`config.mk`:
```
export PLATFORM = sky130hd
export DESIGN_NAME = host_service_request_generator
export DESIGN_NICKNAME = d
export VERILOG_FILES = /design/src/srq_gen_pkg.sv /design/src/code_checker.sv /design/src/host_service_request_generator.sv
export VERILOG_INCLUDE_DIRS = /design/src
export SDC_FILE = /design/constraint.sdc
export NUM_CORES = 1
export LEC_CHECK = 0
export BUFFER_PORTS_ARGS = -buffer_cell sky130_fd_sc_hd__buf_2
export CORE_MARGIN = 8
export CORE_UTILIZATION = 25
export CTS_BUF_LIST = sky130_fd_sc_hd__clkbuf_4 sky130_fd_sc_hd__clkbuf_8 sky130_fd_sc_hd__clkbuf_16
export DETAILED_ROUTE_END_ITERATION = 12
export PLACE_DENSITY = 0.48
export SYNTH_ARGS = -nofsm -noshare
export SYNTH_HDL_FRONTEND = slang
export SYNTH_SLANG_ARGS = --single-unit
```
`constraint.sdc`:
```
create_clock -name ref_clk -period 1.1 [get_ports ref_clk]
set_clock_uncertainty 0.1 [all_clocks]
set_input_delay 0.22 -clock ref_clk [delete_from_list [all_inputs] [get_ports ref_clk]]
set_output_delay 0.22 -clock ref_clk [all_outputs]
set_load 0.05 [all_outputs]
```
`src/srq_gen_cfg.svh`:
```
// Constants for the host service request generator
`ifndef SRQ_GEN_CFG_SVH
`define SRQ_GEN_CFG_SVH

`define CODE_MAX        8'h1F
`define CODE_DEFAULT    5'h00
`define ERR_RANGE       8'h07
`define ERR_NONE        8'h00
`define STB_RQS_BIT     6
`define STB_CODE_W      5
`define STB_RESET       8'h00

`endif

```
`src/srq_gen_pkg.sv`:
```
// Types for the host service request generator
package srq_gen_pkg;
    typedef enum logic [1:0] {
        ST_IDLE,
        ST_PENDING,
        ST_POLLED
    } srq_state_t;
endpackage : srq_gen_pkg
```
`src/code_checker.sv`:
```
// Request code parameter check and defaulting
`timescale 1ns/10ps
`default_nettype none
`include "srq_gen_cfg.svh"

module code_checker (
    input  wire logic       code_present,
    input  wire logic [7:0] code_value,
    output logic            code_ok,
    output logic [4:0]      code_eff
);
    // Missing code becomes zero, above range refused
    always_comb begin
        code_ok  = 1'b1;
        code_eff = `CODE_DEFAULT;
        if (code_present) begin
            code_ok  = (code_value <= `CODE_MAX);
            code_eff = code_value[4:0];
        end
    end
endmodule : code_checker
`default_nettype wire

```
`src/host_service_request_generator.sv`:
```
// Service request command handler with serial poll status byte
`timescale 1ns/10ps
`default_nettype none
`include "srq_gen_cfg.svh"

// Notes on behaviour
// - Executing command with a code in range or missing asserts service request line
// - Poll byte bit 6 set for request
// - Request code in low five bits
// - Codes 0..31, missing is 0, else error 7
// - Request raised only when command executes
module host_service_request_generator (
    input  wire logic       ref_clk,
    input  wire logic       rst_n,
    input  wire logic       cmd_exec,
    input  wire logic       code_present,
    input  wire logic [7:0] code_value,
    input  wire logic       poll_done,
    output logic            srq_out,
    output logic [7:0]      status_byte,
    output logic            cmd_done,
    output logic            err_valid,
    output logic [7:0]      err_code
);
    // ****************************************
    // Declarations
    // ****************************************
    // Parameter check results
    logic                    code_ok;   // Code in range or missing
    logic [4:0]              code_eff;  // Code after defaulting

    // Strobes of this cycle
    logic                    cmd_take;  // Command accepted
    logic                    cmd_bad;   // Command refused
    logic                    poll_take; // Poll that withdraws a request

    // Request state and line
    srq_gen_pkg::srq_state_t state_q;
    srq_gen_pkg::srq_state_t state_d;
    logic                    srq_q;
    logic                    srq_d;

    // Status byte
    logic [7:0]              stb_new;   // Byte for a fresh command
    logic [7:0]              stb_q;
    logic [7:0]              stb_d;

    // Error report and completion
    logic                    errv_q;
    logic                    errv_d;
    logic [7:0]              err_q;
    logic [7:0]              err_d;
    logic                    done_q;
    logic                    done_d;

    // ****************************************
    // Parameter check
    // ****************************************
    // Range check and default for the code
    code_checker u_check (
        .code_present (code_present),
        .code_value   (code_value),
        .code_ok      (code_ok),
        .code_eff     (code_eff)
    );

    // ****************************************
    // Command decode
    // ****************************************
    // Sort the strobes of this cycle
    always_comb begin
        cmd_take  = cmd_exec && code_ok;
        cmd_bad   = cmd_exec && !code_ok;
        poll_take = poll_done && srq_q;
    end

    // ****************************************
    // Status byte image
    // ****************************************
    // One pass per bit of the new byte
    for (genvar b = 0; b < 8; b++) begin : g_stb_bit
        if (b == `STB_RQS_BIT) begin : g_rqs
            assign stb_new[b] = 1'b1;
        end else if (b < `STB_CODE_W) begin : g_code
            assign stb_new[b] = code_eff[b];
        end else begin : g_zero
            assign stb_new[b] = 1'b0;
        end
    end

    // ****************************************
    // Request state
    // ****************************************
    // Next state and request line
    always_comb begin
        // Hold in idle and pending unless a strobe moves it
        state_d = state_q;
        case (state_q)
            srq_gen_pkg::ST_IDLE: begin
                // Wait for an accepted command
                if (cmd_take) begin
                    state_d = srq_gen_pkg::ST_PENDING;
                end
            end
            srq_gen_pkg::ST_PENDING: begin
                // A new command keeps the request up
                if (!cmd_take && poll_take) begin
                    state_d = srq_gen_pkg::ST_POLLED;
                end
            end
            srq_gen_pkg::ST_POLLED: begin
                // Poll just finished, line already low
                if (cmd_take) begin
                    state_d = srq_gen_pkg::ST_PENDING;
                end else begin
                    state_d = srq_gen_pkg::ST_IDLE;
                end
            end
            default: begin
                // Unused code falls back to idle
                state_d = srq_gen_pkg::ST_IDLE;
            end
        endcase
        // Line high only while a request waits
        srq_d = (state_d == srq_gen_pkg::ST_PENDING);
    end

    // ****************************************
    // Request registers
    // ****************************************
    // Request state and line
    always_ff @(posedge ref_clk) begin
        if (!rst_n) begin
            state_q <= srq_gen_pkg::ST_IDLE;
            srq_q   <= 1'b0;
        end else begin
            state_q <= state_d;
            srq_q   <= srq_d;
        end
    end

    // ****************************************
    // Status byte
    // ****************************************
    // New command wins over a same-cycle poll
    always_comb begin
        stb_d = stb_q;
        if (cmd_take) begin
            stb_d = stb_new;
        end else if (poll_take) begin
            // Completed poll empties the byte
            stb_d = `STB_RESET;
        end
    end

    // Status byte register
    always_ff @(posedge ref_clk) begin
        if (!rst_n) begin
            stb_q <= `STB_RESET;
        end else begin
            stb_q <= stb_d;
        end
    end

    // ****************************************
    // Error report
    // ****************************************
    // Error pulse and held error number
    always_comb begin
        errv_d = 1'b0;
        err_d  = err_q;
        if (cmd_bad) begin
            errv_d = 1'b1;
            err_d  = `ERR_RANGE;
        end else if (cmd_take) begin
            // Accepted command clears the number
            err_d  = `ERR_NONE;
        end
    end

    // Error registers
    always_ff @(posedge ref_clk) begin
        if (!rst_n) begin
            errv_q <= 1'b0;
            err_q  <= `ERR_NONE;
        end else begin
            errv_q <= errv_d;
            err_q  <= err_d;
        end
    end

    // ****************************************
    // Command completion
    // ****************************************
    // One pulse per command, taken or refused
    always_comb begin
        done_d = cmd_exec;
    end

    // Completion register
    always_ff @(posedge ref_clk) begin
        if (!rst_n) begin
            done_q <= 1'b0;
        end else begin
            done_q <= done_d;
        end
    end

    // ****************************************
    // Outputs
    // ****************************************
    // Request line and status byte
    assign srq_out     = srq_q;
    assign status_byte = stb_q;

    // Completion and error report
    assign cmd_done    = done_q;
    assign err_valid   = errv_q;
    assign err_code    = err_q;
endmodule : host_service_request_generator
`default_nettype wire

```
---- After elaboration in Yosys (flattened, before gate mapping) ----
Index checks and enable logic that the tools add are counted.
cells by class
  shifts and indexed selects .............. 0
  muxes and demuxes ....................... 11
  bitwise logic cells ..................... 0
  multipliers ............................. 0
  order comparisons ....................... 1
  eq/ne operators ......................... 3
  divide/modulo/power cells ............... 0
  add/subtract/negate cells ............... 0
  reduce and logical (&&, ||, !) cells .... 9
operator list
  cell                count
  $mux 7              2
  $le 8x5->1 const B  1
  $mux 3              2
  $pmux 2 s3          1
  $mux 5              1
  $eq 2x1->1 const B  2
  $logic_and 1x1->1   4
  $mux 2              2
  $reduce_bool 2->1   2
  $mux 1              3
  $eq 2x2->1 const B  1
  $logic_not 1->1     2
  $logic_not 2->1     1
storage, ports and cells
  output and inout bits ................... 19
  bits in registers ....................... 14
  word-level logic and storage cells ...... 30
  ROM bits ................................ 0
  latch bits .............................. 0
  memories ................................ 0
  RAM bits ................................ 0
  input bits .............................. 13

---- Depth between registers and ports, before layout ----
Gate-level depths: netlist of the first run.
  depth after elaboration ................. 8
  gate-level depth with buffers ........... 4

---- By module ----
A second synthesis of the first run with hierarchy kept.
second synthesis, totals
  cell total of the unflattened synthesis .. 48
  area total of the unflattened synthesis .. 524.3 µm²
by module, submodules not included
  module                          area an instance (µm²)  times used  seq. area each (µm²)  cells an instance
  host_service_request_generator  480.5                   1           240.2                 42
  code_checker                    43.8                    1           0.0                   6

---- Worst setup path before layout of the first run ----
Ideal clock, no wire load.
  path kind ............................... register to register
  start point ............................. register srq_q, in the netlist srq_out
  end point ............................... register state_q[1]
  setup time .............................. 60 ps
  data arrival time ....................... 1133 ps
  data required time ...................... 940 ps
  period minus slack after synthesis ...... 1293 ps
  path buffers ............................ 0
  path slack .............................. -193 ps
  cell stages (with the launch flop) ...... 4
  cell sequence ........................... dfxtp_1 > nand2_1 > nor3b_1 > and3_1
between the ends
  longest elaborated chain between the ends .. 4
RTL lines
  element                 RTL line                               RTL
  from (decl)             host_service_request_generator.sv:40   logic srq_q;
  from (signal assigned)  host_service_request_generator.sv:138  srq_q <= srq_d;
  $logic_and 1x1->1       host_service_request_generator.sv:74   poll_take = poll_done && srq_q;
  $logic_and 1x1->1       host_service_request_generator.sv:107  if (!cmd_take && poll_take) begin
  $mux 2                  host_service_request_generator.sv:107
  $pmux 2 s3              host_service_request_generator.sv:98   case (state_q)
  to (signal assigned)    host_service_request_generator.sv:134  state_q <= srq_gen_pkg::ST_IDLE;
  to (signal assigned)    host_service_request_generator.sv:137  state_q <= state_d;
  to (decl)               host_service_request_generator.sv:38   srq_gen_pkg::srq_state_t state_q;
Every way passes these cells.
A chain may end at the register's enable or synchronous reset.

---- Final worst setup path of the first run ----
  start point ............................. register err_q[1], in the netlist err_code[1]
  end point ............................... output err_code[1]
RTL lines
  element                 RTL line                               RTL
  from (decl)             host_service_request_generator.sv:51   logic [7:0] err_q;
  from (signal assigned)  host_service_request_generator.sv:185  err_q <= `ERR_NONE;
  from (signal assigned)  host_service_request_generator.sv:188  err_q <= err_d;
  to (decl)               host_service_request_generator.sv:23   output logic [7:0] err_code
No word-level cell between the ends.

==> results of run 1 <==
## final timing paths
check	slack [ns]	end	start	cells past startpoint
setup / recovery	-0.02	err_code[1]	err_code[1]	1
hold / removal	0.08	status_byte[4]	code_value[4]	3
setup reg to reg	0.10	status_byte[0]	srq_out	3
hold reg to reg	0.37	status_byte[6]	status_byte[6]	2
## sequential cells by signal, indices dropped and copies added (netlist names)
| register | cells |
|---|---|
| cmd_done | 1 |
| err_code | 1 |
| err_valid | 1 |
| srq_out | 1 |
| state_q | 2 |
| status_byte | 6 |
## cell type report
type	instances	area, sq um	area share (%)
flip-flops and latches	12	254	32.6
repair buffers	25	229	29.4
clock buffers	3	22.5	2.89
well taps	27	33.8	4.33
multi-input cells	39	240	30.8
## synthesized netlist by cell type
library cell / number
mux2i_1: 5
dfxtp_1: 12
buf_2: 1
nand2_1: 15
a21oi_1: 2
nor3b_1: 1
conb_1: 1
a21boi_2: 1
nand2_4: 1
a21boi_1: 1
and3_1: 1
o31ai_4: 1
o311a_1: 1
buf_4: 9
and2_1: 2
o211a_1: 1
## what timing repair did
action                                  in CTS  in global routing
resized for setup                           26                 13
endpoints found under the setup margin      12                 12
pin swaps                                    0                  0
setup buffers                                0                  1
## where the power goes
| group | total [mW] | switching (mW) | internal (mW) | leakage, nW |
|---|---|---|---|---|
| combinational | 0.279 | 0.187 | 0.0923 | 0.259 |
| clock | 0.259 | 0.132 | 0.126 | 0.0138 |
| sequential | 0.475 | 0.0179 | 0.457 | 0.102 |
| total | 1.01 | 0.337 | 0.676 | 0.375 |
## cells by family (layout without fill, tap and decap cells)
| kind of cell | Yosys count | count (layout) | synth area share [%] |
|---|---|---|---|
| simple gates | 20 | 20 | 17.7 |
| flops | 12 | 12 | 45.3 |
| buf+inv | 10 | 28 | 13.7 |
| compound gates | 7 | 7 | 13.2 |
| mux | 5 | 5 | 9.43 |
| other cells | 1 | 7 | 0.707 |
## per-stage QoR
stage | instance area [sq um] | hold WS [ns] | util, %
after floorplan | 556 | 0.242 | -
after global placement | 637 | 0.350 | 32.1
after detailed placement | 637 | 0.351 | 32.1
after CTS | 727 | 0.0757 | 36.7
after global routing | 779 | 0.105 | 39.3
final | 779 | 0.0848 | 39.3
## metal layers
| metal | vias to the layer above | routed length, microns | track usage (%) |
|---|---|---|---|
| met5 | - | 0 | 0 |
| met4 | 0 | 0 | 4.87 |
| met3 | 0 | 147 | 4.32 |
| met2 | 18 | 558 | 10.3 |
| met1 | 183 | 505 | 7.59 |
| li1 | 218 | - | - |
## tightest hold or removal path: cells and delay by family
family | cells | cell delay, ns
buffers and inverters | 1 | 0.10
muxes | 1 | 0.05
and+or+nand+nor | 1 | 0.04
## cells in the final DEF (no fill, tap or decap), drive strengths merged
cell type,instances
nor3b,1
conb,7
o31ai,1
o311a,1
a21oi,2
buf,25
and3,1
o211a,1
and2,2
a21boi,2
dfxtp,12
nand2,16
clkbuf,3
mux2i,5
==> qor.yml, run 1 <==
sta:
  rsz0062_at_grt: "true"
  timing.setup.tns_ns: -0.0412
  hold_violations: 0
  fin_ws_ns: -0.0175
  timing.fmax_ghz: 0.895
  setup_viol: 4
  finalMaxSlewViolations: 0
  fin_crit_ns: 1.12
  post-route-period-util_pct: 102
drt:
  postRouteAntennaNets: 0
  drcViolationCount: 0
  first_iter_violations: 2
  drtPass1Iterations: 3
  totalWireLength_microns: 1210
  routedWlPerCell_microns: 11.4
  post_drt_via_cell_ratio: 3.95
  num_vias: 419
synthesis:
  synth.ff_latch_count: 12
  netlist_area_sq_um: 531
  synth_area_leaders: "dfxtp_1 (45%), buf_4 (13%), nand2_1 (11%)"
  avgSynthCellArea_sq_um: 9.65
  yosys.area.top_type_share_pct: 45.3
  synth_cells: 55
  ys_seq_area_share_pct: 45.3
  yosys.area.top_type: "dfxtp_1"
  yosysUniqueCellTypes: 16
  ys_warn_count: 0
setup_path:
  cp_top_family: "flip-flops"
  crit_buf_inv: 1
  startpoint_type: "flop"
  cp.required_ns: 0.78
  arrival_ns: 0.80
  cpPeakStageDelay_ns: 0.37
  cp-end-kind: "output port"
  path_cells: "buf_6"
  criticalPathCategory: "reg -> out"
  cp_max_fo: 4
  critPathSlowestCell: "dfxtp_4"
status:
  failed_checks: "setup timing"
  outcome: "finished with violations"
floorplan:
  die_area_sq_um: 3850
  num_io_pins: 32
  die-height_microns: 62.1
  row_count: 16
  core_area_sq_um: 1980
  die_x_microns: 62.1
  start_util_pct: 26.8
job:
  cap_violations: 0
cells_and_area:
  area_delta_synth_final_pct: 46.9
  fin_cells: 106
  final_nets: 94
  diodes: 0
  n_fill_cell: 205
  layout-drive-gt1-share_pct: 50.6
placement:
  portBuffers: 24
  dp.cells: 102
  gp_congestion: 0.616
  dpl_worst_slack_ns: -0.0565
global_route:
  grt.total_usage_pct: 7.15
  grt_max_degree: 11
  antenna_found_initial: 0
  grt_pass1_wl_microns: 2000
  grt_pass1_vias: 480
  grt_overflow: 0
pwr:
  ir_worst_vdd_mv: 0.669
  p_per_area_nw_per_um2: 1300
  cellLeakagePower_nw: 0.375
  power.total_mw: 1.01
clock_network:
  insertion_delay_ns: 0.27
  tritoncts: "done"
  clockRootBuffer: "clkbuf_4"
  htree_levels: 1
  clockBufferDepth: 2
  cts.reportedPaths.clkPinSlew_ns: 0.07
  numCtsBuffers: 3
  ctsHoldBuffers: 0
  cts_num_sinks: 12
hold_path:
  min_path_type: "in -> reg"
No activity file was read; power rests on OpenSTA's default activity.
==> inputs of run 2 (changes only) <==
--- a/config.mk
+++ b/config.mk
@@ -7,11 +7,13 @@
 export NUM_CORES = 1
 export LEC_CHECK = 0
 export BUFFER_PORTS_ARGS = -buffer_cell sky130_fd_sc_hd__buf_2
+export CELL_PAD_IN_SITES_DETAIL_PLACEMENT = 1
+export CELL_PAD_IN_SITES_GLOBAL_PLACEMENT = 2
 export CORE_MARGIN = 8
-export CORE_UTILIZATION = 25
+export CORE_UTILIZATION = 22
 export CTS_BUF_LIST = sky130_fd_sc_hd__clkbuf_4 sky130_fd_sc_hd__clkbuf_8 sky130_fd_sc_hd__clkbuf_16
 export DETAILED_ROUTE_END_ITERATION = 12
-export PLACE_DENSITY = 0.48
+export PLACE_DENSITY = 0.72
 export SYNTH_ARGS = -nofsm -noshare
 export SYNTH_HDL_FRONTEND = slang
 export SYNTH_SLANG_ARGS = --single-unit
==> run 2 against run 1 <==
  * The flow still finishes with violations (setup timing)
  * Utilization shrank 4.0 points
  * Largest power group unchanged
  * Maximum frequency is 0.45% lower
  * Sequential share of layout area down 0.19 points
  * Critical path type unchanged
  * Sequential power about the same
  * Flip-flop and latch count did not move
==> qor.yml, run 2 (synthesis results as in run 1) <==
placement:
  gp_congestion: 0.683  # +11%
  dpl_worst_slack_ns: -0.0744  # -0.0179 ns
  portBuffers: 24  # unchanged
  place_area_sq_um: 638  # +0.20%
sta:
  fin_ws_ns: -0.0226  # -0.00509 ns
  hold_violations: 0  # unchanged
  timing.setup.tns_ns: -0.0668  # -0.0256 ns
  timing.fmax_ghz: 0.891  # -0.45%
  finalMaxSlewViolations: 0  # unchanged
  post-route-period-util_pct: 102  # +0.46 points
  fin_crit_ns: 1.12  # +0.00509 ns
  setup_viol: 3  # -1
  rsz0062_at_grt: "true"
cells_and_area:
  layout.cells.most_common_list: "nand2_1 (15), buf_2 (12), buf_8 (10), dfxtp_2 (8), conb_1 (7)"
  design_area_sq_um: 796  # +2.1%
  diodes: 0  # unchanged
  layout-drive-gt1-share_pct: 51.9  # +1.3 points
  final_common_cell: "nand2_1"
  largest_reg_flops: 6  # unchanged
  final_nets: 94  # unchanged
  area_delta_synth_final_pct: 50.0
setup_path:
  cpPeakStageDelay_ns: 0.39  # +0.02 ns
  cp.required_ns: 0.78  # about the same
  arrival_ns: 0.80  # about the same
  crit_buf_inv: 1  # unchanged
  path_cells: "buf_8"
  startpoint_type: "flop"
  cp_top_family: "flip-flops"
  critPathSlowestCell: "dfxtp_4"
  cp_max_fo: 4  # unchanged
  criticalPathCategory: "reg -> out"
  cp-end-kind: "output port"
clock_network:
  clockBufferDepth: 2  # unchanged
  numCtsBuffers: 3  # unchanged
  cts_num_sinks: 12  # unchanged
  htree_levels: 1  # unchanged
  insertion_delay_ns: 0.26  # about the same
  tritoncts: "done"
  clockRootBuffer: "clkbuf_4"
  cts.reportedPaths.clkPinSlew_ns: 0.07  # about the same
  ctsHoldBuffers: 0  # unchanged
floorplan:
  die-height_microns: 65.1  # +4.9%
  die_x_microns: 65.1  # +4.9%
  num_io_pins: 32  # unchanged
  die_area_sq_um: 4240  # +10%
  core_area_sq_um: 2250  # +14%
  start_util_pct: 23.5  # -3.2 points
  row_count: 17  # +1
pwr:
  pwr-share-clk_pct: 25.1  # -0.4 points
  ir_worst_vdd_mv: 0.834  # +25%
  switching_share_pct: 33.1  # -0.13 points
  power.total_mw: 1.02  # +0.59%
  comb_power_share_pct: 28.1  # +0.5 points
  p_per_area_nw_per_um2: 1280  # -1.5%
  intPower_mw: 0.682  # +0.79%
  cellLeakagePower_nw: 0.379  # +1.1%
  sequentialPowerShare_pct: 46.8  # about the same
  p_switching_mw: 0.338  # +0.19%
global_route:
  met1_usage_pct: 7.07  # -0.53 points
  antenna_found_initial: 0  # unchanged
  grt.total_usage_pct: 6.92  # -0.23 points
  grt_pass1_vias: 512  # +6.7%
  grtUsageMet2_pct: 11.3  # +0.98 points
  grt_pass1_wl_microns: 2300  # +15%
  grt_overflow: 0  # unchanged
  grt_use_met3_pct: 3.90  # -0.42 points
  grt_max_degree: 11  # unchanged
  busiest_layer: "met2"
status:
  failed_checks: "setup timing"
  outcome: "finished with violations"
drt:
  first_iter_violations: 2  # unchanged
  routedWlPerCell_microns: 13.0  # +14%
  postRouteAntennaNets: 0  # unchanged
  drtPass1Iterations: 2  # -1
  drcViolationCount: 0  # unchanged
  totalWireLength_microns: 1390  # +15%
  num_vias: 439  # +4.8%
  post_drt_via_cell_ratio: 4.10  # +3.8%
hold_path:
  min_path_type: "in -> reg"
job:
  cap_violations: 0  # unchanged
==> run 2: cell counts in the layout (fill, tap and decap cells not counted) <==
No cell type changed its count.
==> run 2: path summary, 6_finish.rpt <==
| kind | endpoint | cells after the start | start | slack (ns) |
|---|---|---|---|---|
| max | err_code[0] | 1 | err_code[1] | -0.02 |
| min | status_byte[4] | 3 | code_value[4] | 0.09 |
| max reg2reg | status_byte[0] | 3 | srq_out | 0.07 |
| min reg2reg | status_byte[6] | 2 | status_byte[6] | 0.37 |
==> run 2: per-stage QoR <==
step	util, %	hold WS (ns)	instances
final	35.3	0.0884	107
after global routing	35.3	0.0842	107
after CTS	33.7	0.0817	106
after detailed placement	28.3	0.349	103
after global placement	28.3	0.346	103
after floorplan	-	0.242	61
==> run 2: cell type report <==
class | instances | area [sq um]
repair buffers | 25 | 240
flip-flops and latches | 12 | 258
well taps | 28 | 35.0
multi-input cells | 39 | 240
clock buffers | 3 | 22.5
fillers | 272 | 1460
==> run 2: per-layer routing <==
layer	wire, microns	up-vias	part of all wire, %
li1	-	216	-
met5	0	-	0
met2	667	23	48
met3	139	2	10
met4	23	0	1.7
met1	562	198	40
==> run 2: what timing repair did <==
item,in CTS,in global routing
endpoints found under the setup margin,12,12
setup buffers,0,1
gates resized for setup,35,9
==> run 2: power groups by stage <==
| stage | clock [mW] | combinational [mW] | sequential (mW) |
|---|---|---|---|
| final | 0.256 | 0.287 | 0.477 |
| after global routing | 0.304 | 0.301 | 0.480 |
| after CTS | 0.273 | 0.281 | 0.476 |
| after detailed placement | 0 | 0.245 | 0.478 |
| after global placement | 0 | 0.242 | 0.477 |
| after floorplan | 0 | 0.144 | 0.539 |
==> run 2: worst min-delay path, stage by stage <==
cell	delay, ns
buf_2	0.09
nand2_1	0.04
mux2i_1	0.05
==> inputs of run 3 (changes only) <==
--- a/config.mk
+++ b/config.mk
@@ -13,7 +13,7 @@
 export CORE_UTILIZATION = 22
 export CTS_BUF_LIST = sky130_fd_sc_hd__clkbuf_4 sky130_fd_sc_hd__clkbuf_8 sky130_fd_sc_hd__clkbuf_16
 export DETAILED_ROUTE_END_ITERATION = 12
-export PLACE_DENSITY = 0.72
+export PLACE_DENSITY = 0.73
 export SYNTH_ARGS = -nofsm -noshare
 export SYNTH_HDL_FRONTEND = slang
 export SYNTH_SLANG_ARGS = --single-unit
==> run 3 against run 2 <==
  * The run still ends with setup timing left
  * Non-clock buffer count decreased by 1
  * Die area unchanged
  * Final cell count decreased by 0.93%
  * Utilization decreased by 0.61 points
  * Flip-flop and latch count unchanged
  * Critical path type unchanged
  * Highest routed layer is now met3
==> qor.yml, run 3 (synthesis results as in run 1) <==
status:
  outcome: "finished with violations"
  failed_checks: "setup timing"
hold_path:
  hp-start: "code_value[0]"
  whs_path_depth: 3  # unchanged
  min_path_type: "in -> reg"
  whs_endpoint: "status_byte[0]"
sta:
  post-route-period-util_pct: 103  # +0.51 points
  setup_viol: 3  # unchanged
  hold_violations: 0  # unchanged
  rsz0062_at_grt: "true"
  fin_crit_ns: 1.13  # +0.00564 ns
  hold_slack_ns: 0.0786  # -0.00982 ns
  timing.fmax_ghz: 0.886  # -0.50%
  finalMaxSlewViolations: 0  # unchanged
  fin_ws_ns: -0.0283  # -0.00564 ns
floorplan:
  core_area_sq_um: 2250  # unchanged
  num_io_pins: 32  # unchanged
  start_util_pct: 23.5  # unchanged
  die-height_microns: 65.1  # unchanged
  row_count: 17  # unchanged
  die_x_microns: 65.1  # unchanged
  die_area_sq_um: 4240  # unchanged
setup_path:
  rrSetupSlack_ns: 0.12  # +0.05 ns
  regToRegStartpoint: "srq_out"
  cp.required_ns: 0.78  # about the same
  cp-end-kind: "output port"
  startpoint_type: "flop"
  cp_top_family: "flip-flops"
  path_cells: "buf_8"
  cpPeakStageDelay_ns: 0.39  # about the same
  critPathSlowestCell: "dfxtp_4"
  worst-r2r-cell-count: 3  # unchanged
  reg2reg_to: "state_q[1]"
  crit_buf_inv: 1  # unchanged
  criticalPathCategory: "reg -> out"
  cp_max_fo: 4  # unchanged
  arrival_ns: 0.81  # about the same
drt:
  drcViolationCount: 0  # unchanged
  postRouteAntennaNets: 0  # unchanged
  num_vias: 442  # +0.68%
  highest_layer: "met3"
  post_drt_via_cell_ratio: 4.17  # +1.6%
  drtPass1Iterations: 4  # +2
  first_iter_violations: 2  # unchanged
  totalWireLength_microns: 1320  # -5.4%
  routedWlPerCell_microns: 12.4  # -4.5%
  wl_met3_microns: 152  # +9.4%
  met2_wirelength_microns: 644  # -3.4%
  wl_met1_microns: 521  # -7.3%
pwr:
  cellLeakagePower_nw: 0.373  # -1.8%
  ir_worst_vdd_mv: 0.650  # -22%
  p_per_area_nw_per_um2: 1300  # +1.6%
cells_and_area:
  multi_input_area_sq_um: 240  # unchanged
  seqCellArea_sq_um: 255  # -0.97%
  largest_reg_flops: 6  # unchanged
  area_delta_synth_final_pct: 47.4
  layout.cells.most_common_list: "nand2_1 (15), buf_2 (12), dfxtp_2 (9), buf_8 (9), conb_1 (7)"
  layout-drive-gt1-share_pct: 51.3  # -0.62 points
  diodes: 0  # unchanged
  final_nets: 93  # -1.1%
  final_common_cell: "nand2_1"
  fin_cells: 106  # -0.93%
  n_fill_cell: 271  # -0.37%
  utilization_pct: 34.7  # -0.61 points
clock_network:
  clockBufferDepth: 2  # unchanged
  htree_levels: 1  # unchanged
  cts_num_sinks: 12  # unchanged
  clockRootBuffer: "clkbuf_4"
  ctsHoldBuffers: 0  # unchanged
  cts.reportedPaths.clkPinSlew_ns: 0.07  # about the same
  insertion_delay_ns: 0.27  # about the same
  numCtsBuffers: 3  # unchanged
  tritoncts: "done"
global_route:
  grt_pass1_wl_microns: 2060  # -10%
  grt_max_degree: 11  # unchanged
  grt_pass1_vias: 486  # -5.1%
  antenna_found_initial: 0  # unchanged
  grt.total_usage_pct: 6.32  # -0.60 points
  grt_overflow: 0  # unchanged
placement:
  hpwl_microns: 1080
  gp_congestion: 0.665  # -2.6%
  portBuffers: 24  # unchanged
  dp.cells: 103  # unchanged
job:
  cap_violations: 0  # unchanged
run 3: cell types whose count changed in the layout (fill, tap and decap cells not counted), sizes merged:
cell,before,now
buf,25,24
run 3: layer usage:
layer  up-vias  global-route usage (%)
li1        214                       -
met1       206                    5.68
met2        22                    10.2
met3         0                    4.92
met4         0                    3.27
met5         -                       0
run 3: metrics by stage:
stage | worst slack, ns | setup TNS (ns) | area (sq um) | total power, mW
final | -0.0283 | -0.0823 | 782 | 1.02
after global routing | -0.0648 | -0.306 | 782 | 1.08
after CTS | -0.0459 | -0.142 | 761 | 1.03
after detailed placement | -0.0564 | -0.170 | 638 | 0.722
after global placement | -0.0461 | -0.100 | 638 | 0.719
after floorplan | 0.00104 | 0 | 556 | 0.683
run 3: worst max path at each step:
stage | end | from | cells after the start | slack [ns]
after floorplan | state_q[1] | srq_out | 3 | 0.001
after global placement | state_q[1] | code_value[7] | 4 | -0.05
after detailed placement | state_q[1] | code_value[7] | 4 | -0.06
after CTS | err_code[1] | err_code[1] | 1 | -0.05
after global routing | err_code[1] | err_code[1] | 1 | -0.06
final | err_code[1] | err_code[1] | 1 | -0.03
run 3: timing repair:
action                                  4_1_cts  5_1_grt
buffers inserted                              0        0
endpoints found under the setup margin       12       12
hold endpoints to repair                      0        0
gates resized for setup                      35        7
gates cloned                                  0        0
run 3: power breakdown:
group / internal [mW] / switching, mW
clock network: 0.126 / 0.130
logic: 0.0958 / 0.188
registers: 0.458 / 0.0193
run 3: area by class of cell:
| cell class | count | area share (%) |
|---|---|---|
| Multi-Input combinational cell | 39 | 30.7 |
| Clock buffer | 3 | 2.88 |
| Timing Repair Buffer | 24 | 29.3 |
| Tap cell | 28 | 4.48 |
| Sequential cell | 12 | 32.6 |
